`src/pkg/hpi_defines.svh`:
```
// hpi_defines.svh: address map, reset values, event count and ready delay of the host port
// assumes: included by bare name from package and design files
`ifndef HPI_DEFINES_SVH
`define HPI_DEFINES_SVH
`define HPI_ADDR_CTRL     8'h00
`define HPI_ADDR_IRQ_EN   8'h01
`define HPI_ADDR_IRQ_SRC  8'h02
`define HPI_ADDR_STATUS   8'h03
`define HPI_ADDR_SCRATCH  8'h04
`define HPI_CTRL_RST      8'h00
`define HPI_IRQ_EN_RST    8'h00
`define HPI_SCRATCH_RST   8'h00
`define HPI_NUM_EVENTS    8
`define HPI_RDY_CYCLES    2'h2
`endif

```
`src/pkg/hpi_pkg.sv`:
```
// hpi_pkg.sv: types of the host port
// assumes: hpi_defines.svh is on the include path
package hpi_pkg;
  `include "hpi_defines.svh"
  typedef logic [7:0] hpi_byte_t;
  typedef enum logic [3:0]
  {
    HPI_IDLE   = 4'b0001,
    HPI_ACCESS = 4'b0010,
    HPI_DONE   = 4'b0100,
    HPI_WAIT   = 4'b1000
  } hpi_state_e;
endpackage

```
`src/pkg/hpi_sync_if.sv`:
```
// hpi_sync_if.sv: carries raw and synchronised host pins between modules
// assumes: one clock, synchroniser drives the sync side
`timescale 1ns/1ps
interface hpi_sync_if;
  logic [11:0] raw;
  logic [11:0] clean;
  modport src (output raw, input clean);
  modport sync (input raw, output clean);
endinterface

```
`src/hw/hpi_sync.sv`:
```
// hpi_sync.sv: three-stage synchroniser, change accepted when stages two and three agree
// assumes: clk_in domain, reset already synchronised
`timescale 1ns/1ps
module hpi_sync
(
  // clock and reset
  input  wire logic clk_in,
  input  wire logic rstn_in,
  // pins
  hpi_sync_if.sync  pins
);
  logic [11:0] s1_r, s2_r, s3_r, clean_r;
  logic [11:0] clean_nxt;

  // accept a bit only once two late stages agree
  always_comb
  begin
    clean_nxt = (~(s2_r ^ s3_r) & s3_r) | ((s2_r ^ s3_r) & clean_r);
  end

  // stages reset to the idle (high) level of the strobes
  always_ff @(posedge clk_in or negedge rstn_in)
  begin
    if (!rstn_in)
    begin
      s1_r    <= 12'hfff;
      s2_r    <= 12'hfff;
      s3_r    <= 12'hfff;
      clean_r <= 12'hfff;
    end
    else
    begin
      s1_r    <= pins.raw;
      s2_r    <= s1_r;
      s3_r    <= s2_r;
      clean_r <= clean_nxt;
    end
  end

  assign pins.clean = clean_r;
endmodule

```
`src/hw/hpi_top.sv`:
```
// hpi_top.sv: parallel host port with byte bus, ready handshake, interrupt and reset
// assumes: asynchronous host strobes; address and write data stable while strobe is low
`timescale 1ns/1ps
`include "hpi_defines.svh"
// Contract
// write stores host byte into addressed register
// read drives register onto bus, else released
// attention low only for enabled pending events
// attention stays low until serviced
// reading source clears flags, attention recomputed
// host reads source after attention
// reset returns command registers to defaults
// reset held high; undriven counts high
// select low required for any transfer
// store strobe writes byte to selected register
// fetch strobe returns selected register
// done handshake low marks access complete
// attention is inverted OR of gated flags
// reset clears pending flags
module hpi_top
  import hpi_pkg::*;
(
  // clock and reset
  input  wire logic       clk_in,
  input  wire logic       rstn_in,
  // host strobes and address
  input  wire logic       select_n_in,
  input  wire logic       store_n_in,
  input  wire logic       fetch_n_in,
  input  wire logic [7:0] register_selector_in,
  // host byte bus, split three ways
  input  wire logic [7:0] host_byte_bus_in,
  output logic      [7:0] host_byte_bus_out,
  output logic            host_byte_bus_oe_out,
  // handshake and attention
  output logic            done_n_out,
  output logic            attention_n_out,
  // block side: events in, control out
  input  wire logic [7:0] event_in,
  input  wire logic [7:0] status_in,
  output logic      [7:0] control_out
);
  logic       rst_s1_r, rst_s2_r, rstn;
  hpi_sync_if pins_if ();
  logic       sel_n, st_n, fe_n;

  hpi_state_e state_r, state_nxt;
  logic [1:0] cnt_r, cnt_nxt;
  hpi_byte_t  ctrl_r, ctrl_nxt, en_r, en_nxt, scr_r, scr_nxt;
  hpi_byte_t  pend_r, pend_nxt, rdata_r, rdata_nxt;
  logic       oe_r, oe_nxt, done_r, done_nxt, attn_r, attn_nxt;
  logic       is_read;

  // reset release through two flops; undriven pin is pulled high outside
  always_ff @(posedge clk_in or negedge rstn_in)
  begin
    if (!rstn_in)
    begin
      rst_s1_r <= 1'b0;
      rst_s2_r <= 1'b0;
    end
    else
    begin
      rst_s1_r <= 1'b1;
      rst_s2_r <= rst_s1_r;
    end
  end
  assign rstn = rst_s2_r;

  // strobes pass the synchroniser; address and data are sampled once strobes settle
  assign pins_if.raw = {9'h1ff, select_n_in, store_n_in, fetch_n_in};
  assign sel_n = pins_if.clean[2];
  assign st_n  = pins_if.clean[1];
  assign fe_n  = pins_if.clean[0];

  hpi_sync u_sync
  (
    .clk_in  (clk_in),
    .rstn_in (rstn),
    .pins    (pins_if.sync)
  );

  // access sequencer, registers and pending flags
  always_comb
  begin
    state_nxt = state_r;
    cnt_nxt   = cnt_r;
    ctrl_nxt  = ctrl_r;
    en_nxt    = en_r;
    scr_nxt   = scr_r;
    rdata_nxt = rdata_r;
    oe_nxt    = oe_r;
    done_nxt  = done_r;
    is_read   = 1'b0;
    pend_nxt  = pend_r;
    case (state_r)
      HPI_IDLE:
      begin
        if (!sel_n && (!st_n || !fe_n))
        begin
          state_nxt = HPI_ACCESS;
          cnt_nxt   = `HPI_RDY_CYCLES;
        end
      end
      HPI_ACCESS:
      begin
        if (sel_n || (st_n && fe_n))
          state_nxt = HPI_IDLE;
        else if (cnt_r != 2'h0)
          cnt_nxt = cnt_r - 2'h1;
        else if (!st_n)
        begin
          case (register_selector_in)
            `HPI_ADDR_CTRL:    ctrl_nxt = host_byte_bus_in;
            `HPI_ADDR_IRQ_EN:  en_nxt   = host_byte_bus_in;
            `HPI_ADDR_SCRATCH: scr_nxt  = host_byte_bus_in;
            default:           ctrl_nxt = ctrl_r;
          endcase
          done_nxt  = 1'b1;
          state_nxt = HPI_DONE;
        end
        else
        begin
          is_read = 1'b1;
          case (register_selector_in)
            `HPI_ADDR_CTRL:    rdata_nxt = ctrl_r;
            `HPI_ADDR_IRQ_EN:  rdata_nxt = en_r;
            `HPI_ADDR_IRQ_SRC: rdata_nxt = pend_r;
            `HPI_ADDR_STATUS:  rdata_nxt = status_in;
            `HPI_ADDR_SCRATCH: rdata_nxt = scr_r;
            default:           rdata_nxt = 8'h00;
          endcase
          oe_nxt    = 1'b1;
          done_nxt  = 1'b1;
          state_nxt = HPI_DONE;
        end
      end
      HPI_DONE:
      begin
        if (sel_n || (st_n && fe_n))
        begin
          oe_nxt    = 1'b0;
          done_nxt  = 1'b0;
          state_nxt = HPI_WAIT;
        end
      end
      HPI_WAIT:
      begin
        state_nxt = HPI_IDLE;
      end
      default:
      begin
        state_nxt = HPI_IDLE;
        oe_nxt    = 1'b0;
        done_nxt  = 1'b0;
      end
    endcase
    // read of source clears the flags it showed; a new event wins over the clear
    if (is_read && register_selector_in == `HPI_ADDR_IRQ_SRC)
      pend_nxt = pend_r & ~pend_r;
    pend_nxt = pend_nxt | event_in;
    attn_nxt = |(pend_nxt & en_nxt);
  end

  // state registers; reset returns defaults and clears pending flags
  always_ff @(posedge clk_in or negedge rstn)
  begin
    if (!rstn)
    begin
      state_r <= HPI_IDLE;
      cnt_r   <= 2'h0;
      ctrl_r  <= `HPI_CTRL_RST;
      en_r    <= `HPI_IRQ_EN_RST;
      scr_r   <= `HPI_SCRATCH_RST;
      pend_r  <= 8'h00;
      rdata_r <= 8'h00;
      oe_r    <= 1'b0;
      done_r  <= 1'b0;
      attn_r  <= 1'b0;
    end
    else
    begin
      state_r <= state_nxt;
      cnt_r   <= cnt_nxt;
      ctrl_r  <= ctrl_nxt;
      en_r    <= en_nxt;
      scr_r   <= scr_nxt;
      pend_r  <= pend_nxt;
      rdata_r <= rdata_nxt;
      oe_r    <= oe_nxt;
      done_r  <= done_nxt;
      attn_r  <= attn_nxt;
    end
  end

  // pin outputs, active low where the pins are
  assign host_byte_bus_out    = rdata_r;
  assign host_byte_bus_oe_out = oe_r;
  assign done_n_out           = ~done_r;
  assign attention_n_out      = ~attn_r;
  assign control_out          = ctrl_r;
endmodule

```
`config.mk`:
```
export PLATFORM = sky130hd
export DESIGN_NAME = hpi_top
export DESIGN_NICKNAME = d
export VERILOG_FILES = /design/src/pkg/hpi_pkg.sv /design/src/pkg/hpi_sync_if.sv /design/src/hw/hpi_sync.sv /design/src/hw/hpi_top.sv
export VERILOG_INCLUDE_DIRS = /design/src /design/src/pkg
export SDC_FILE = /design/constraint.sdc
export NUM_CORES = 1
export LEC_CHECK = 0
export BUFFER_PORTS_ARGS = -buffer_cell sky130_fd_sc_hd__buf_2
export CORE_UTILIZATION = 52
export DETAILED_ROUTE_END_ITERATION = 10
export PLACE_DENSITY_LB_ADDON = 0.2
export SYNTH_ARGS = -nofsm -noshare
export SYNTH_HDL_FRONTEND = slang
export SYNTH_HIERARCHICAL = 1
export SYNTH_SLANG_ARGS = --single-unit
```
`constraint.sdc`:
```
create_clock -name clk_in -period 2.7 [get_ports clk_in]
set_clock_uncertainty 0.05 [all_clocks]
set_input_delay 0.135 -clock clk_in [delete_from_list [all_inputs] [get_ports clk_in]]
set_output_delay 0.135 -clock clk_in [all_outputs]
set_load 0.05 [all_outputs]
```
# After elaboration in Yosys (flattened, before gate mapping)
# Index checks and enable logic that the tools add are counted.
[totals]
output_inout_bits = 19
regBits = 72
[classes]
n_reduce_logical = 20
n_mux = 28
n_bitwise = 15
n_addsub = 1
n_eq_ne = 15
[ops]
columns = ["cell", "n"]
rows = [
  ["two-way mux 8 bit", 6],
  ["one-hot mux 8 bit (5 select lines)", 1],
  ["bitwise AND 12 bit", 2],
  ["bitwise AND 8 bit", 2],
  ["== test 8 x 2 -> 1 bit (second input constant)", 2],
  ["two-way mux 4 bit", 4],
  ["AND reduction 5 bit", 3],
  ["NOT 12 bit", 1],
  ["bitwise OR 12 bit", 1],
  ["one-hot mux 4 bit (3 select lines)", 1],
  ["AND reduction 4 bit", 3],
  ["bitwise XOR 12 bit", 1],
  ["two-way mux 1 bit", 10],
  ["!= test 2 bit (second input constant)", 5],
  ["== test 8 x 1 -> 1 bit (second input constant)", 1],
  ["== test 8 x 3 -> 1 bit (second input constant)", 1],
  ["logical NOT 8 bit", 1],
  ["NOT 8 bit", 1],
  ["bitwise OR 8 bit", 1],
  ["OR reduction 8 bit", 1],
  ["two-way mux 2 bit", 3],
  ["NOT 1 bit", 6],
  ["one-hot mux 1 bit (3 select lines)", 2],
  ["== test 4 x 1 -> 1 bit (second input constant)", 1],
  ["other kinds (13)", 19],
]

# Logic depth before layout (Yosys ltp)
# Gate-level depths: netlist of run 1.
[logic_depth]
depth_word = 9
ltp_mapped = 7

# Hierarchy
# The synthesis of run 1 kept the hierarchy.
[modules_own_cells]
columns = ["module", "seq_area_each_um2", "cells_per_inst", "area_each_um2", "n_inst"]
rows = [
  ["hpi_top", 1277.5, 204, 2513.7, 1],
  ["hpi_sync", 1261.2, 60, 1396.3, 1],
]

# Worst setup path before layout of run 1
# OpenSTA, ideal clock, no wires.
[synth_path]
kind = "flip-flop to flip-flop"
from = "reg cnt_r[0]"
to = "reg attn_r"
setup_slack_ns = 0.773
setup_time_ns = 0.135
t_required_ns = 2.515
path_stages_with_launch = 8
period_less_slack_ns = 1.927
t_arrival_ns = 1.742
path_cell_list = "dfrtp_1 > inv_1 > ha_1 > nor3b_1 > nand4_2 > mux2_2 > a22oi_1 > nand4_1"
[synth_between]
word_cells_on_any_way = 12
[synth_lines]
columns = ["element", "line", "text"]
rows = [
  ["from (decl)", "hpi_top.sv:48", "logic [1:0] cnt_r, cnt_nxt;"],
  ["from (signal assigned)", "hpi_top.sv:184", "cnt_r <= cnt_nxt;"],
  ["nonzero test 2 bit", "hpi_top.sv:109", "else if (cnt_r != 2'h0)"],
  ["two-way mux 8 bit", "hpi_top.sv:109", ""],
  ["two-way mux 8 bit", "hpi_top.sv:107", "if (sel_n || (st_n && fe_n))"],
  ["two-way mux 8 bit", "hpi_top.sv:96", "case (state_r)"],
  ["via en_nxt[4]", "hpi_top.sv:49", "hpi_byte_t ctrl_r, ctrl_nxt, en_r, en_nxt, scr_r, scr_nxt;"],
  ["bitwise AND 8 bit", "hpi_top.sv:162", "attn_nxt = |(pend_nxt & en_nxt);"],
  ["OR reduction 8 bit", "hpi_top.sv:162", ""],
  ["via attn_nxt", "hpi_top.sv:51", "logic oe_r, oe_nxt, done_r, done_nxt, attn_r, attn_nxt;"],
  ["to (signal assigned)", "hpi_top.sv:192", "attn_r <= attn_nxt;"],
  ["to (decl)", "hpi_top.sv:51", ""],
]
# The timed path passes the listed nets, and every way through them passes these cells.
# A chain may end at the register's enable or synchronous reset.

# Final worst setup path of run 1
# Ends and elaborated chain as after synthesis.

==> metrics.md, run 1 <==
| Metric | Value |
|---|---|
| Status | `complete, no violations` |
| Port Buf Inserts | `55` |
| DIE AREA | `5806 um^2` |
| Clk buf depth | `2` |
| Arrival time worst endpoint | `2.48 ns` |
| GR Layer Usage met1 | `33.17%` |
| Crit path required time | `2.86 ns` |
| Syn_nets | `257` |
| H-Tree Depth | `3` |
| Vias in the first global route | `2076` |
| Die W | `76.20 um` |
| Fin crit period | `2.320 ns` |
| Startpoint Class | `flop` |
| Final Cell Area | `3610 um^2` |
| Area of the multi-input gates | `1200 um^2` |
| DR iter-0 viols | `157` |
| Crit path max-delay cell type | `mux2_2` |
| Slowest cell delay on critical path | `0.41 ns` |
| Relative slew slack | `59.23%` |
| Highest clock rate | `431.0 MHz` |
| M2 GR Usage | `34.36%` |
| DRC Markers | `0` |
| PD cells | `585.4 nW/um^2` |
| Clock transition at path regs | `0.07 ns` |
| CTS tree | `done` |
| Fillers | `385` |
| Grt met3 use | `4.790%` |
| Drt pass-1 iters | `4` |
| Diode count | `0` |
| Cts bufs inserted | `9` |
| Post-CTS Setup Bufs | `0` |
| Tot GR Track Use | `23.24%` |
| Fin cells | `375` |
| Cell area after synthesis | `2863 um^2` |
| First-pass GRT wire length | `10180 um` |
| RSZ-0062 raised after global routing | `no` |
| Placed cell areas | `3222 um^2` |
| Pleak | `0.001766 uW` |
| Initial antenna violation count | `0` |
| Type of the worst setup path | `flop to flop` |
| Setup TNS | `0 ns` |
| Drt total wl | `6149 um` |
| Avg WL per Cell | `16.40 um` |
| FF/Latch Area | `1594 um^2` |
| Worst Path Max Fanout | `8` |
| Mapped Cells | `219` |
| Post-DP HPWL | `4203 um` |
| Row count | `26` |
| Hold Path Class | `primary input to flop` |
| Pin count of the biggest net entering global routing | `35` |
| Root buf cell | `clkbuf_8` |
| VDD IR max | `0.3603 mV` |
| Clock sink count | `63` |
| Final Hold Vio Count | `0` |
| Setup violators final | `0` |
| Die height | `76.20 um` |
| Setup crit end kind | `flop` |
| Core ar. | `5205 um^2` |
| IO Pins | `56` |
| Clk Latency, worst-skew pair | `0.33 ns` |
| Average vias per placed instance | `5.547` |
| Via count | `2080` |
| Final worst-path cycle share | `85.94%` |
| Avg Inst Size Synth | `13.07 um^2` |
| Placed cell count | `340` |
| Layout Nets | `338` |
| Slew Viols, Final | `0` |
| Most used routing layer | `met2` |
| Max-cap violation count | `0` |
| Initial core utilization | `55.00%` |
| Final ANT Viol Nets | `0` |
| Synth warn | `6` |
| Routability cong. | `0.8283` |
| Slew of the pin with the lowest slew margin | `0.6116 ns` |
| GR Overflow Total | `0` |
| Synthesis-to-layout area growth | `26.09%` |
| Tot Pwr | `2113 uW` |
| Critical Path, Cell by Cell | `inv_1 > ha_1 > nor3b_1 > nand4_2 > mux2_2 > a22oi_1 > nand4_1` |
| Layout cells sized above 1 | `37.70%` |
[flip-flops by register name, summed over array words and instances (netlist names), named ones only]
register / cells
u_sync/s1_r: 3
control_out: 8
scr_r: 8
host_byte_bus_out: 8
u_sync/s2_r: 3
cnt_r: 2
rst_s1_r: 1
state_r: 4
host_byte_bus_oe_out: 1
pend_r: 8
done_r: 1
attn_r: 1
en_r: 8
rst_s2_r: 1
u_sync/s3_r: 3
[per-layer routing]
layer | up-vias | part of all wire, %
met5 | - | 0
li1 | 971 | -
met1 | 1035 | 51
met2 | 59 | 44
met4 | 0 | 2.2
met3 | 15 | 3.6
[critical path: cells and delay by family, from the launching register on]
kind            cells  cell delay [ns]
fa+ha+maj           1             0.22
flops               1             0.38
buf+inv             1             0.07
compound gates      1             0.21
simple gates        3             0.86
mux                 1             0.41
[cell type report]
class	count	area share, %
Sequential cell	63	44.16
Multi-Input combinational cell	142	33.24
Timing Repair Buffer	78	14.07
Inverter	6	0.6239
Tap cell	70	2.426
Clock inverter	6	1.664
Clock buffer	10	3.813
[through the flow]
stage | worst slack, ns | hold slack (ns) | utilization, %
global route | 0.1734 | 0.01047 | 69.35
CTS | 0.4036 | 0.002024 | 69.35
detailed placement | 0.4153 | -0.1280 | 61.90
global placement | 0.4883 | -0.1300 | 61.90
floorplan | 0.7733 | -0.2106 | -
finish | 0.3796 | 0.009023 | 69.35
[where the power goes]
part           switching (uW)  internal [uW]
combinational             153            111
clock                     362            446
sequential               44.7            996
[final timing paths]
| path | startpoint | endpoint | slack [ns] | cells after the start |
|---|---|---|---|---|
| worst max-delay path | cnt_r[0]$_DFFE_PN0P_ | attn_r$_DFF_PN0_ | 0.38 | 7 |
| worst min-delay path | host_byte_bus_in[2] | control_out[2]$_DFFE_PN0P_ | 0.009 | 2 |
| worst max register to register | cnt_r[0]$_DFFE_PN0P_ | attn_r$_DFF_PN0_ | 0.38 | 7 |
| worst min register to register | rst_s2_r$_DFF_PN0_ | state_r[1]$_DFFE_PN0P_ | 0.24 | 0 |
| max in group asynchronous | rst_s2_r$_DFF_PN0_ | async pin | 1.71 | 1 |
| min in group asynchronous | rstn_in | rst_s1_r$_DFF_PN0_ | 0.06 | 2 |
[cells in the final DEF, fill, tap and decap left out, types with 7 or more instances in the layout]
cell	n
mux2_2	8
nand3_1	9
and2_1	8
a21o_1	11
o21ai_0	12
a221o_1	7
mux2_4	8
mux2_1	16
dlygate4sd3_1	19
buf_2	55
dfstp_2	13
clkbuf_8	10
mux2i_1	8
dfrtp_1	49
[what timing repair did]
item,CTS,global route
hold endpoints to repair,25,0
gates resized for setup,0,0
hold buffers,19,0
Power figures use the tool's default switching activity.
==> run 2, diff against run 1 <==
--- a/config.mk
+++ b/config.mk
@@ -11,3 +11,3 @@
 export DETAILED_ROUTE_END_ITERATION = 10
-export PLACE_DENSITY_LB_ADDON = 0.2
+export PLACE_DENSITY = 0.83
 export SYNTH_ARGS = -nofsm -noshare
--- a/constraint.sdc
+++ b/constraint.sdc
@@ -4,2 +4,2 @@
 set_output_delay 0.135 -clock clk_in [all_outputs]
-set_load 0.05 [all_outputs]
+set_load 0.01 [all_outputs]
==> run 2 against run 1 <==
  * Non-clock buffer count fell by 3
  * Largest cell class unchanged
  * Highest routed layer unchanged
  * Clock power rose by 9.3%
  * Flip-flop and latch count did not move
==> metrics.md, run 2 (synthesis results as in run 1) <==
| Metric | Value |
|---|---|
| Clk Latency, worst-skew pair | `0.34 ns` |
| Routability cong. | `0.8367` |
| Layout Nets | `335` |
| Most frequent cells in the layout | `buf_2, dfrtp_1, dlygate4sd3_1` |
| Final ANT Viol Nets | `0` |
| Hold Path Class | `primary input to flop` |
| Placed cell areas | `3202 um^2` |
| Post-CTS Setup Bufs | `0` |
| Slowest cell delay on critical path | `0.43 ns` |
| Avg WL per Cell | `16.76 um` |
| Worst path bufs/invs | `1` |
| VDD IR max | `0.5047 mV` |
| Post-DP HPWL | `4316 um` |
| Average vias per placed instance | `5.538` |
| Diode count | `0` |
| Type of the worst setup path | `flop to flop` |
| Worst Path Max Fanout | `8` |
| Highest clock rate | `439.5 MHz` |
| Root buf cell | `clkbuf_8` |
| Slew Viols, Final | `0` |
| Crit path required time | `2.86 ns` |
| Row count | `26` |
| Drt pass-1 iters | `4` |
| PostCTS Resize Cnt | `0` |
| Clock transition at path regs | `0.07 ns` |
| Synthesis-to-layout area growth | `25.31%` |
| Cell family with most CP delay | `simple AND/OR/NAND/NOR gates` |
| Drt total wl | `6233 um` |
| Arrival time worst endpoint | `2.44 ns` |
| Die W | `76.20 um` |
| CTS tree | `done` |
| Clock sink count | `63` |
| Tot GR Track Use | `23.47%` |
| Commonest non-fill, non-tap cell in the layout | `buf_2` |
| Crit path max-delay cell type | `nand4_1` |
| H-Tree Depth | `3` |
| GR Overflow Total | `0` |
| Most used cell along the critical path | `nand4_1` |
| Status | `complete, no violations` |
| Cts bufs inserted | `9` |
| Clk buf depth | `2` |
| Fin crit period | `2.275 ns` |
| Pin count of the biggest net entering global routing | `41` |
| Die height | `76.20 um` |
| Vias in the first global route | `2117` |
| DIE AREA | `5806 um^2` |
| IO Pins | `56` |
| PD cells | `596.7 nW/um^2` |
| Critical Path, Cell by Cell | `inv_1 > ha_1 > nor4bb_1 > nand4_1 > a21o_1 > a22oi_1 > nand4_1` |
| Final Cell Area | `3587 um^2` |
| Via count | `2060` |
| Core ar. | `5205 um^2` |
| Initial antenna violation count | `0` |
| Initial core utilization | `55.00%` |
| First-pass GRT wire length | `10260 um` |
| Setup violators final | `0` |
| Max-cap violation count | `0` |
| DRC Markers | `0` |
| Port Buf Inserts | `55` |
| RSZ-0062 raised after global routing | `no` |
| Setup TNS | `0 ns` |
| DR iter-0 viols | `125` |
| Final Hold Vio Count | `0` |
| Setup crit end kind | `flop` |
| Startpoint Class | `flop` |
| Fillers | `393` |
| Layout cells sized above 1 | `37.09%` |
| Pleak | `0.001760 uW` |
| Final worst-path cycle share | `84.28%` |
==> run 2: routing by layer <==
layer | vias to the layer above | part of all wire (%) | track usage [%]
met5 | - | 0 | 0
met4 | 0 | 2.5 | 11.92
met3 | 14 | 4.3 | 4.551
met2 | 65 | 46 | 36.36
met1 | 1012 | 47 | 31.67
li1 | 969 | - | -
==> run 2: final cells by class <==
cell class / count / area [um^2] / share of cell area [%]
multi-input combinational: 142 / 1200 / 33.45
clock inverter: 4 / 70.07 / 1.953
timing repair buffer: 75 / 467.9 / 13.05
sequential: 63 / 1594 / 44.44
tap: 70 / 87.58 / 2.442
inverter: 6 / 22.52 / 0.6278
clock buffer: 12 / 145.1 / 4.046
==> run 2: worst register-to-register path: cells and delay by family (launching register included) <==
family	cells	cell delay, ns
buf+inv	1	0.08
simple gates	3	0.87
compound gates	2	0.55
flops	1	0.37
fa+ha+maj	1	0.23
==> run 2: through the flow <==
step	util [%]	instances	hold slack (ns)	setup WS, ns	total power, uW
final	68.92	372	0.007076	0.4245	2140
after global routing	68.92	372	0.01307	0.1787	2223
after CTS	68.92	372	0.004868	0.4355	2152
after detailed placement	61.51	339	-0.1276	0.4114	1251
after global placement	61.51	339	-0.1285	0.4292	1244
after floorplan	-	219	-0.2106	0.7733	1168
==> run 2: timing repair <==
| action | in CTS | in global routing |
|---|---|---|
| hold endpoints to repair | 22 | 0 |
| endpoints found under the setup margin | 0 | 0 |
| hold buffers | 17 | 0 |
==> run 2: path summary, 6_finish.rpt <==
kind                                      start                    endpoint  slack, ns  cells past startpoint
max in group asynchronous    rst_s2_r$_DFF_PN0_    u_sync/s3_r[0]$_DFF_PN1_       1.44                      2
max reg2reg                cnt_r[1]$_DFFE_PN0P_            attn_r$_DFF_PN0_       0.42                      7
max                        cnt_r[1]$_DFFE_PN0P_            attn_r$_DFF_PN0_       0.42                      7
min in group asynchronous               rstn_in          rst_s1_r$_DFF_PN0_       0.06                      2
min reg2reg                  rst_s2_r$_DFF_PN0_  control_out[7]$_DFFE_PN0P_       0.12                      0
min                         host_byte_bus_in[3]  control_out[3]$_DFFE_PN0P_      0.007                      2
==> run 2: report_power, final <==
group | switching [uW] | internal, uW
sequential | 40.4 | 996
combinational | 113 | 108
clock | 341 | 542
total | 494 | 1650
